<file path="config.mk">
export PLATFORM = sky130hd
export DESIGN_NAME = clock_sync_wakeup
export DESIGN_NICKNAME = d
export VERILOG_FILES = /design/src/rtl/csw_pkg.sv /design/src/rtl/wakeup_detect.sv /design/src/rtl/clock_sync_wakeup.sv
export VERILOG_INCLUDE_DIRS = /design/src /design/src/rtl
export SDC_FILE = /design/constraint.sdc
export NUM_CORES = 1
export LEC_CHECK = 0
export BUFFER_PORTS_ARGS = -buffer_cell sky130_fd_sc_hd__buf_2
export CAP_MARGIN = 5
export CELL_PAD_IN_SITES_DETAIL_PLACEMENT = 1
export CELL_PAD_IN_SITES_GLOBAL_PLACEMENT = 1
export CORE_UTILIZATION = 54
export DETAILED_ROUTE_END_ITERATION = 8
export GPL_TIMING_DRIVEN = 0
export PLACE_DENSITY_LB_ADDON = 0.1
export SYNTH_ARGS = -nofsm -noshare
export SYNTH_HDL_FRONTEND = slang
export SYNTH_SLANG_ARGS = --single-unit
</file>
<file path="constraint.sdc">
create_clock -name clk -period 32.4 [get_ports clk]
set_clock_uncertainty 0.05 [all_clocks]
set_input_delay 6.48 -clock clk [delete_from_list [all_inputs] [get_ports clk]]
set_output_delay 6.48 -clock clk [all_outputs]
set_load 0.02 [all_outputs]
</file>
<file path="src/rtl/csw_map.svh">
`ifndef CSW_MAP_SVH
`define CSW_MAP_SVH
// Widths
`define CSW_DEV_W 16
`define CSW_RATE_W 12
`define CSW_ID_W 11
`define CSW_OFS_W 8
`define CSW_CNT_W 4
// Reset values
`define CSW_RATE_RST 12'h000
`define CSW_WSV_RST 3'h0
// Wakeup status vector codes
`define CSW_WSV_RECEIVED_HEADER 3'h3
`define CSW_WSV_RECEIVED_WUP 3'h4
// Sync frame table depth
`define CSW_SYNC_MAX 15
`endif

</file>
<file path="src/rtl/csw_pkg.sv">
package csw_pkg;
  // Protocol operation state seen by this block
  typedef enum logic [2:0] {
    POC_READY = 3'b000,
    POC_WAKEUP_LISTEN = 3'b001,
    POC_STARTUP = 3'b010,
    POC_NORMAL_ACTIVE = 3'b011,
    POC_NORMAL_PASSIVE = 3'b100,
    POC_HALT = 3'b101
  } poc_state_t;

  // One frame report from the frame decoder
  typedef struct packed {
    logic valid;
    logic sync;
    logic channel_b;
    logic odd_cycle;
    logic [10:0] frame_id;
    logic [15:0] deviation;
  } frame_rpt_t;

  // Configuration bundle
  typedef struct packed {
    logic allow_halt_due_to_clock;
    logic [3:0] max_without_corr_passive;
    logic [3:0] max_without_corr_fatal;
    logic [7:0] micro_init_offset_a;
    logic [7:0] micro_init_offset_b;
  } csw_cfg_t;
endpackage : csw_pkg

</file>
<file path="src/rtl/wakeup_detect.sv">
`include "csw_map.svh"
// Per-channel wakeup pattern detector: pattern every second symbol
module wakeup_detect
  import csw_pkg::*;
(
  input wire logic clk,
  input wire logic sys_rst,
  input wire logic symbol_seen,
  input wire logic idle_seen,
  output logic pattern_found
);
  logic armed_reg; // One symbol held, waiting for its partner
  logic idle_ok_reg; // Proper idle since the last symbol

  // Idle tracking between symbols
  always_ff @(posedge clk or posedge sys_rst) begin
    if (sys_rst) begin
      idle_ok_reg <= 1'b0;
    end else if (symbol_seen) begin
      idle_ok_reg <= 1'b0;
    end else if (idle_seen) begin
      idle_ok_reg <= 1'b1;
    end
  end

  // Pair symbols; disarm after a pattern so the next one needs two more
  always_ff @(posedge clk or posedge sys_rst) begin
    if (sys_rst) begin
      armed_reg <= 1'b0;
      pattern_found <= 1'b0;
    end else begin
      pattern_found <= 1'b0;
      if (symbol_seen) begin
        if (armed_reg && idle_ok_reg) begin
          pattern_found <= 1'b1;
          armed_reg <= 1'b0;
        end else begin
          armed_reg <= 1'b1;
        end
      end
    end
  end
endmodule : wakeup_detect

</file>
<file path="src/rtl/clock_sync_wakeup.sv">
// Overview of operation
// - Sync frame counted despite later non-sync frame
// - Wakeup pattern only on every second symbol
// - Missing term keeps last rate correction
// - Missing term sets flag, passive/halt/abort
// - Stay active below passive cycle limit
// - Allow-halt config selects halt on failure
// - Count sync frames, pair odd with even
// - No pair sets both flags; pair prevents
// - Late secondary reference never zeroes deviation
// - Initial rate from offset, zero offset fine
// - Wakeup pattern in listen: ready, status update
`include "csw_map.svh"
module clock_sync_wakeup
  import csw_pkg::*;
#(
  parameter int SYNC_MAX = `CSW_SYNC_MAX
)(
  input wire logic clk,
  input wire logic sys_rst,
  input wire frame_rpt_t frame_rpt,
  input wire logic slot_start,
  input wire logic action_point,
  input wire logic strp_seen,
  input wire logic [15:0] strp_deviation,
  input wire logic cycle_end,
  input wire logic integrating,
  input wire csw_cfg_t cfg,
  input wire logic [1:0] wus_seen,
  input wire logic [1:0] idle_seen,
  input wire logic cmd_wakeup_listen,
  input wire logic cmd_startup,
  input wire logic cmd_ready,
  input wire logic clear_mrc,
  input wire logic clear_ccf,
  input wire logic clear_wst,
  input wire logic [1:0] clear_wup,
  output logic missing_rate_corr_flag,
  output logic clock_corr_fail_flag,
  output logic wakeup_status_flag,
  output logic [1:0] wakeup_pattern_flag_per_channel,
  output logic [2:0] wakeup_status_vector,
  output poc_state_t poc_state,
  output logic startup_abort,
  output logic [11:0] rate_correction,
  output logic [15:0] offset_correction,
  output logic [3:0] sync_count,
  output logic flag_event
);
  // Even-cycle sync table
  logic [10:0] even_id_reg [0:SYNC_MAX-1];
  logic [15:0] even_dev_reg [0:SYNC_MAX-1];
  logic [3:0] even_cnt_reg; // Even sync entries
  logic [3:0] odd_new_reg; // Odd frames without even partner
  logic [3:0] pair_cnt_reg; // Matched pairs
  logic signed [19:0] pair_sum_reg; // Sum of pair deviation differences
  logic slot_has_sync_reg; // Sync already accepted in this slot
  logic signed [15:0] slot_dev_reg; // Deviation kept for this slot
  logic [3:0] no_corr_cnt_reg; // Double cycles without correction
  logic [1:0] wup_pulse; // Per channel pattern pulses
  logic miss_term; // Double cycle produced no pair
  logic match_hit; // Odd sync frame found an even partner
  logic [3:0] match_idx;
  logic signed [15:0] match_dev;

  // Even-table search for the odd sync frame
  function automatic logic [4:0] find_even(input logic [10:0] id,
                                            input logic [3:0] cnt);
    logic [4:0] res;
    res = 5'h1F;
    for (int i = SYNC_MAX - 1; i >= 0; i--) begin
      if (4'(i) < cnt && even_id_reg[i] == id) begin
        res = {1'b0, 4'(i)};
      end
    end
    return res;
  endfunction : find_even

  // Initial rate from the microtick offset, zero offset allowed
  function automatic logic [11:0] init_rate(input logic [7:0] ofs_a,
                                            input logic [7:0] ofs_b);
    logic [7:0] big;
    big = (ofs_a > ofs_b) ? ofs_a : ofs_b;
    return {4'h0, big} + 12'h001;
  endfunction : init_rate

  // Match lookup
  always_comb begin
    logic [4:0] r;
    r = find_even(frame_rpt.frame_id, even_cnt_reg);
    match_hit = ~r[4];
    match_idx = r[3:0];
    match_dev = even_dev_reg[match_idx];
  end

  assign miss_term = (pair_cnt_reg == 4'h0);

  // Per-slot sync capture; later frames in the slot cannot erase it
  always_ff @(posedge clk or posedge sys_rst) begin
    if (sys_rst) begin
      slot_has_sync_reg <= 1'b0;
      slot_dev_reg <= 16'h0000;
    end else if (slot_start) begin
      slot_has_sync_reg <= 1'b0;
    end else if (frame_rpt.valid && frame_rpt.sync && !slot_has_sync_reg) begin
      slot_has_sync_reg <= 1'b1;
      slot_dev_reg <= frame_rpt.deviation;
    end else if (strp_seen && action_point && !slot_has_sync_reg) begin
      slot_dev_reg <= strp_deviation; // Only used if no sync yet
    end
  end

  // Sync table and pairing
  always_ff @(posedge clk or posedge sys_rst) begin
    if (sys_rst) begin
      even_cnt_reg <= 4'h0;
      odd_new_reg <= 4'h0;
      pair_cnt_reg <= 4'h0;
      pair_sum_reg <= 20'sh0_0000;
      for (int i = 0; i < SYNC_MAX; i++) begin
        even_id_reg[i] <= 11'h000;
        even_dev_reg[i] <= 16'h0000;
      end
    end else if (cycle_end && frame_rpt.odd_cycle) begin
      even_cnt_reg <= 4'h0;
      odd_new_reg <= 4'h0;
      pair_cnt_reg <= 4'h0;
      pair_sum_reg <= 20'sh0_0000;
    end else if (frame_rpt.valid && frame_rpt.sync && !slot_has_sync_reg) begin
      if (!frame_rpt.odd_cycle) begin
        if (32'(even_cnt_reg) < SYNC_MAX) begin
          even_id_reg[even_cnt_reg] <= frame_rpt.frame_id;
          even_dev_reg[even_cnt_reg] <= frame_rpt.deviation;
          even_cnt_reg <= even_cnt_reg + 4'h1;
        end
      end else if (match_hit) begin
        // Pairs accepted regardless of distinct-frame overflow
        pair_cnt_reg <= pair_cnt_reg + 4'h1;
        pair_sum_reg <= pair_sum_reg
          + 20'(signed'(frame_rpt.deviation)) - 20'(signed'(match_dev));
      end else if (odd_new_reg != 4'hF) begin
        odd_new_reg <= odd_new_reg + 4'h1;
      end
    end
  end

  // Distinct sync frames seen this double cycle
  always_ff @(posedge clk or posedge sys_rst) begin
    if (sys_rst) begin
      sync_count <= 4'h0;
    end else begin
      sync_count <= 4'(even_cnt_reg + odd_new_reg);
    end
  end

  // Rate and offset correction at the double-cycle end
  always_ff @(posedge clk or posedge sys_rst) begin
    if (sys_rst) begin
      rate_correction <= `CSW_RATE_RST;
      offset_correction <= 16'h0000;
    end else if (cmd_startup && integrating) begin
      rate_correction <= init_rate(cfg.micro_init_offset_a,
                                   cfg.micro_init_offset_b);
    end else if (cycle_end && frame_rpt.odd_cycle) begin
      if (!miss_term) begin
        rate_correction <= pair_sum_reg[11:0];
        offset_correction <= slot_dev_reg;
      end
      // Missing term: last value kept, never zero
    end
  end

  // Missing-correction counter and state decision
  always_ff @(posedge clk or posedge sys_rst) begin
    if (sys_rst) begin
      no_corr_cnt_reg <= 4'h0;
      poc_state <= POC_READY;
      startup_abort <= 1'b0;
    end else begin
      startup_abort <= 1'b0;
      if (cmd_ready) begin
        poc_state <= POC_READY;
      end else if (poc_state == POC_WAKEUP_LISTEN && |wup_pulse) begin
        poc_state <= POC_READY;
      end else if (cmd_wakeup_listen && poc_state == POC_READY) begin
        poc_state <= POC_WAKEUP_LISTEN;
      end else if (cmd_startup && poc_state == POC_READY) begin
        poc_state <= POC_STARTUP;
        no_corr_cnt_reg <= 4'h0;
      end else if (cycle_end && frame_rpt.odd_cycle) begin
        if (!miss_term) begin
          no_corr_cnt_reg <= 4'h0;
          if (poc_state == POC_STARTUP) begin
            poc_state <= POC_NORMAL_ACTIVE;
          end
        end else begin
          no_corr_cnt_reg <= no_corr_cnt_reg + {3'h0, no_corr_cnt_reg != 4'hF};
          unique case (poc_state)
            POC_STARTUP: begin
              poc_state <= POC_READY;
              startup_abort <= 1'b1;
            end
            POC_NORMAL_ACTIVE: begin
              if (no_corr_cnt_reg + 4'h1 >= cfg.max_without_corr_passive) begin
                poc_state <= cfg.allow_halt_due_to_clock ? POC_HALT
                                                         : POC_NORMAL_PASSIVE;
              end
            end
            POC_NORMAL_PASSIVE: begin
              if (no_corr_cnt_reg + 4'h1 >= cfg.max_without_corr_fatal) begin
                poc_state <= POC_HALT;
              end
            end
            default: begin
            end
          endcase
        end
      end
    end
  end

  // Clock flags, set wins over clear
  always_ff @(posedge clk or posedge sys_rst) begin
    if (sys_rst) begin
      missing_rate_corr_flag <= 1'b0;
      clock_corr_fail_flag <= 1'b0;
    end else begin
      if (cycle_end && frame_rpt.odd_cycle && miss_term) begin
        missing_rate_corr_flag <= 1'b1;
        clock_corr_fail_flag <= 1'b1;
      end else begin
        if (clear_mrc) missing_rate_corr_flag <= 1'b0;
        if (clear_ccf) clock_corr_fail_flag <= 1'b0;
      end
    end
  end

  // Wakeup detectors, one per channel
  for (genvar ch = 0; ch < 2; ch++) begin : g_wup
    wakeup_detect u_det (
      .clk(clk),
      .sys_rst(sys_rst),
      .symbol_seen(wus_seen[ch]),
      .idle_seen(idle_seen[ch]),
      .pattern_found(wup_pulse[ch])
    );
  end

  // Wakeup status, set wins over clear
  always_ff @(posedge clk or posedge sys_rst) begin
    if (sys_rst) begin
      wakeup_status_flag <= 1'b0;
      wakeup_pattern_flag_per_channel <= 2'b00;
      wakeup_status_vector <= `CSW_WSV_RST;
    end else begin
      wakeup_pattern_flag_per_channel <=
        (wakeup_pattern_flag_per_channel & ~clear_wup) | wup_pulse;
      if (poc_state == POC_WAKEUP_LISTEN && |wup_pulse) begin
        wakeup_status_flag <= 1'b1;
        wakeup_status_vector <= `CSW_WSV_RECEIVED_WUP;
      end else if (clear_wst) begin
        wakeup_status_flag <= 1'b0;
      end
    end
  end

  // One-cycle event pulse for interrupt request
  always_ff @(posedge clk or posedge sys_rst) begin
    if (sys_rst) begin
      flag_event <= 1'b0;
    end else begin
      flag_event <= (cycle_end && frame_rpt.odd_cycle && miss_term) | (|wup_pulse);
    end
  end
endmodule : clock_sync_wakeup

</file>
# Word-level counts from Yosys, hierarchy flattened
# Index checks and enable logic that the tools add are counted.
# W data, S select, Z words.
dict set report classes {
  eq_ne 26
  div_mod_pow 0
  muxes 86
  n_reduce_logical 58
  n_addsub 9
  n_shift 0
  multipliers 0
  order_cmp 22
  bitwise_logic 14
}
# cell count
set ops {}
lappend ops {{$bwmux W240} 1}
lappend ops {{$bwmux W165} 1}
lappend ops {{$eq A11 B11 Y1} 15}
lappend ops {{$mux W16} 5}
lappend ops {{$mux W20} 4}
lappend ops {{$mux W5} 15}
lappend ops {{$bmux W16 S4} 1}
lappend ops {{$demux W16 S4} 1}
lappend ops {{$mux W4} 16}
lappend ops {{$demux W11 S4} 1}
lappend ops {{$mux W12} 3}
lappend ops {{$logic_and A1 B1 Y1} 28}
lappend ops {{$lt A4 B4 Y1 const A} 7}
lappend ops {{$reduce_bool A2 Y1} 14}
lappend ops {{$mux W3} 9}
lappend ops {{$mux W1} 26}
lappend ops {{$add A20 B16 Y20} 1}
lappend ops {{$sub A20 B16 Y20} 1}
lappend ops {{$add A4 B1 Y4 const B} 4}
lappend ops {{$lt A3 B4 Y1 const A} 4}
lappend ops {{$ne A7 B7 Y1 const B} 2}
lappend ops {{$reduce_and A4 Y1} 3}
lappend ops {{$mux W11} 1}
lappend ops {{$ge A5 B5 Y1 const B} 2}
lappend ops {{32 further kinds} 50}
dict set report totals {
  memories 0
  word_cells 269
  input_bits 91
  regBits 507
  latchBits 0
  mem_bits_rw 0
  rom_bits 0
  out_inout_bits 45
}

# Longest topological paths before layout
dict set report logic_depth {
  word_depth 26
  mapped_depth 31
  mapped_depth_nobuf 29
}

# Modules after synthesis
# Synthesis repeated with hierarchy kept, for this count alone.
dict set report hier_totals {
  hier_cells 1889
  area_unflattened_um2 22454.0
}
# module n_inst area_each_um2 cells_per_inst
set modules_own_cells {}
lappend modules_own_cells {clock_sync_wakeup 1 22238.8 1871}
lappend modules_own_cells {wakeup_detect 2 107.6 9}

# Least setup slack after synthesis
# Ideal clock, no wire load.
dict set report synth_timing {
  path_kind {input to register}
  start {in frame_rpt[20] in the netlist's numbering}
  end {reg pair_sum_reg[11]}
  arrival_time_ps 11581
  stages 26
  slack_ps 20643
  required_time_ps 32225
  cell_sequence {buf_2 xnor2_1 nand4_1 or3_1 a2111oi_0 o221ai_1 a21boi_1 buf_4 buf_4 a211oi_1 a211oi_1 a211oi_1 a211o_1 fa_1 ha_1 a21o_1 a21oi_1 o21ai_0 a21oi_1 nand2b_1 a21boi_0 o31a_1 o41ai_1 xnor2_1 xnor2_1 o21ai_1}
}
dict set report synth_between {
  elab_chain_cells 26
}
# item line_no
set synth_rtl {}
lappend synth_rtl {{start: declaration} clock_sync_wakeup.sv:21} ;# input wire frame_rpt_t frame_rpt,
lappend synth_rtl {{$eq A11 B11 Y1} clock_sync_wakeup.sv:72} ;# if (4'(i) < cnt && even_id_reg[i] == id) begin
lappend synth_rtl {{$logic_and A1 B1 Y1} clock_sync_wakeup.sv:72}
lappend synth_rtl {{$mux W5 (14 in series)} clock_sync_wakeup.sv:72}
lappend synth_rtl {{$mux W5 *} clock_sync_wakeup.sv:72}
lappend synth_rtl {{$not A4 Y5 (implied by the code)} clock_sync_wakeup.sv:93} ;# match_dev = even_dev_reg[match_idx];
lappend synth_rtl {{$bmux W16 S4} clock_sync_wakeup.sv:93}
lappend synth_rtl {{$mux W16 (implied by the code) (2 in series)} clock_sync_wakeup.sv:93}
lappend synth_rtl {{$sub A20 B16 Y20} clock_sync_wakeup.sv:140} ;# + 20'(signed'(frame_rpt.deviation)) - 20'(signed'(match_dev));
lappend synth_rtl {{$mux W20} clock_sync_wakeup.sv:136} ;# end else if (match_hit) begin
lappend synth_rtl {{$mux W20} clock_sync_wakeup.sv:130} ;# if (!frame_rpt.odd_cycle) begin
lappend synth_rtl {{$mux W20} clock_sync_wakeup.sv:129} ;# end else if (frame_rpt.valid && frame_rpt.sync && !slot_has_sync_reg) begin
lappend synth_rtl {{$mux W20} clock_sync_wakeup.sv:124} ;# end else if (cycle_end && frame_rpt.odd_cycle) begin
lappend synth_rtl {{end signal: assignment} clock_sync_wakeup.sv:139} ;# pair_sum_reg <= pair_sum_reg
lappend synth_rtl {{end: declaration} clock_sync_wakeup.sv:56} ;# logic signed [19:0] pair_sum_reg;
# Every way passes the cells marked *; elsewhere a longest branch is shown, timed or not. The select of a mux whose other input is x is not followed.
# A chain may end at the register's enable or synchronous reset.

# Worst setup path after layout
dict set report layout_timing {
  start {in frame_rpt[16] in the netlist's numbering}
  end {reg pair_sum_reg[11]}
}
# The elaborated chain is that of the path after synthesis.

==> flow_metrics.tcl <==
set metrics [dict create \
    synth.avg_cell_area_sq_um 11.8 \
    finalNetCount 2253 \
    grt_pass1_wl_mm 104 \
    cp_class "input port to flip-flop" \
    worst-endpoint-required_ns 32.81 \
    gp_routability_congestion 0.877 \
    total_die_area_sq_um 42800 \
    io_pins 136 \
    worst-slew-pin-transition_ns 1.09 \
    layout_worst_path_cycle_share 0.405 \
    totalPowerFinal_mw 1.37 \
    timing.max_slew.rel_slack 0.267 \
    crit_path_max_incr_delay_ns 0.59 \
    finalHoldViolCount 0 \
    min_period_ns 13.11 \
    vdd_ir_drop_max_uv 49.3 \
    drt_iter0_drc 1073 \
    cell_area_synth_sq_um 22700 \
    achievable-frequency_ghz 0.0763 \
    synth-edff-count 0 \
    dp_hpwl_mm 46.2 \
    netlist_instances 1922 \
    report.final.setup_viol 0 \
    ys_async_sr_fraction 1.00 \
    antenna_found_initial 2 \
    detailedRoute.firstPassIterationCount 9 \
    clock_insertion_delay_worst_skew_ns 0.58 \
    synth_top_area_share 0.485 \
    yosys-top-cells-count "sky130_fd_sc_hd__dfrtp_1 (439), sky130_fd_sc_hd__mux2_2 (364), sky130_fd_sc_hd__nand2_1 (122)" \
    flip_flop_count_of_the_largest_register_all_copies_and_words_added 180 \
    syn_to_final_growth_pct 13.1 \
    yosysTopAreaCell "sky130_fd_sc_hd__dfrtp_1" \
    synth.ff_latch_count 439 \
    yosysWarningCount 0 \
    number_of_vias_after_detailed_routing 16380 \
    synth.most_common_cell "sky130_fd_sc_hd__dfrtp_1" \
    worst_hold_slack_ns 0.416 \
    layout.core_utilization 0.623 \
    critPathCaptureType "flip-flop" \
    hold_class "flip-flop to flip-flop" \
    numPortBuffers 131 \
    first_global_vias 17843 \
    cts_tree "built" \
    initial_util 0.551 \
    worstPathBufferInverterCount 7 \
    slew_violations 0 \
    cts.root.buffer_cell "sky130_fd_sc_hd__clkbuf_16" \
    die-height_um 207 \
    run_status "complete, but fails checks" \
    timing.critical_path.from_type "input port" \
    sequential_area_share_after_synthesis 0.485 \
    crit_family "compound AO/OA/AOI/OAI gates" \
    worst-path-max-fanout 10 \
    power-per-cell-area_nw_per_um2 53.4 \
    p_leak_nw 12.7 \
    timing.critical_path.arrival_ns 13.53 \
    placeableCoreArea_sq_um 41100 \
    failing_checks "design-rule violations" \
    dominantRegCellSynth "sky130_fd_sc_hd__dfrtp_1" \
    cts_htree_levels 2 \
    final_layout_size_suffix_gt1_frac 0.285 \
    detail-route-antenna-nets 0 \
    cts.repair.resized 0 \
    rows 74 \
    routedWlPerCell_um 25.1 \
    clock_path_buffers 3 \
    standard_cell_with_the_maximum_stage_delay_on_the_critical_path "sky130_fd_sc_hd__buf_1" \
    maximum_number_of_pins_on_one_net_before_global_route_repair 118 \
    holdBufCountCts 0 \
    clk_pin_slew_worst_paths_ns 0.06 \
    rsz_0062_raised_after_global_routing "false" \
    postCtsSetupBuffers 0 \
    ys_top_cells_by_area "sky130_fd_sc_hd__dfrtp_1 (48%), sky130_fd_sc_hd__mux2_2 (18%), sky130_fd_sc_hd__mux2i_1 (4.5%), sky130_fd_sc_hd__xnor2_1 (3.8%), sky130_fd_sc_hd__xor2_1 (3.8%)" \
    post-route-drc-count 14 \
    cts.sink_count 439 \
    timing.max_cap.violations 0 \
    grt_util_all_layers 0.322 \
    route.final.wire_length_mm 67.0 \
    tns_ns 0 \
    numCtsBuffers 48 \
    routed_via_count_divided_by_cell_count 6.13 \
    die-width_um 207 \
    synth.distinct_cells 62 \
    global_route.overflow_total 0 \
]
## power by group
group	total (mW)	switching [mW]	internal (mW)
clock	0.540	0.224	0.316
sequential	0.635	0.0349	0.600
combinational	0.193	0.108	0.0849
total	1.37	0.367	1.00
## logic make-up after synthesis
logic type      share of synthesized area
mux                                 0.226
flops                               0.485
simple gates                       0.0841
compound gates                     0.0624
xor+xnor                           0.0765
buf+inv                            0.0319
fa+ha+maj                          0.0338
other cells                      0.000165
## through the flow
| stage | setup slack [ns] | instances | cell area (sq um) |
|---|---|---|---|
| 6_report | 19.29 | 2674 | 25600 |
| 2_1_floorplan | 13.64 | 1923 | 22700 |
| 3_3_place_gp | 9.06 | 2586 | 24000 |
| 4_1_cts | 19.36 | 2673 | 25600 |
| 5_1_grt | 18.88 | 2674 | 25600 |
| 3_5_place_dp | 18.86 | 2590 | 24100 |
## final timing paths
| path | cells past startpoint | slack, ns | endpoint | from |
|---|---|---|---|---|
| max reg2reg | 29 | 24.26 | pair_sum_reg[11]$_DFFE_PP0P_ | even_cnt_reg[1]$_DFFE_PP0P_ |
| min reg2reg | 1 | 0.42 | wakeup_status_vector[2]$_DFFE_PP0P_ | wakeup_status_vector[2]$_DFFE_PP0P_ |
| max in group asynchronous | 4 | 24.96 | even_dev_reg[117]$_DFFE_PP0P_ | sys_rst |
| min | 1 | 0.42 | wakeup_status_vector[2]$_DFFE_PP0P_ | wakeup_status_vector[2]$_DFFE_PP0P_ |
| max | 28 | 19.29 | pair_sum_reg[11]$_DFFE_PP0P_ | frame_rpt[16] |
| min in group asynchronous | 2 | 5.86 | flag_event$_DFF_PP0_ | sys_rst |
## layer usage
layer / share of wire / routed length (um) / global-route usage / vias to the layer above
met2: 0.49 / 32600 / 0.538 / 424
met1: 0.44 / 29700 / 0.436 / 8632
met4: 0.026 / 1730 / 0.106 / 0
met3: 0.045 / 3000 / 0.0377 / 119
li1: - / - / - / 7205
met5: 0 / 0 / 0 / -
## cell usage in the layout, fill, tap and decap left out, drive strengths merged, types with 19 or more instances in the layout
cell    netlist  final
a211oi       25     25
a21oi        48     48
buf          71    206
clkbuf       54    129
dfrtp       439    439
ha           42     42
inv          45     46
mux2        364    364
mux2i       103    103
nand2       122    122
nand3        19     19
nand4        39     39
nor2         54     54
nor4         39     39
o21ai        74     74
xnor2        99     99
xor2         99     99
## final cells by class
| type | instances | area, sq um |
|---|---|---|
| multi-input combinational | 1314 | 11000 |
| clock buffer | 75 | 1420 |
| tap | 532 | 666 |
| buffer | 125 | 554 |
| antenna | 1 | 2.50 |
| fill | 4236 | 15500 |
| inverter | 45 | 176 |
| sequential | 439 | 11000 |
| timing repair buffer | 135 | 766 |
| clock inverter | 8 | 93.8 |
(Power assumes the default switching activity.)
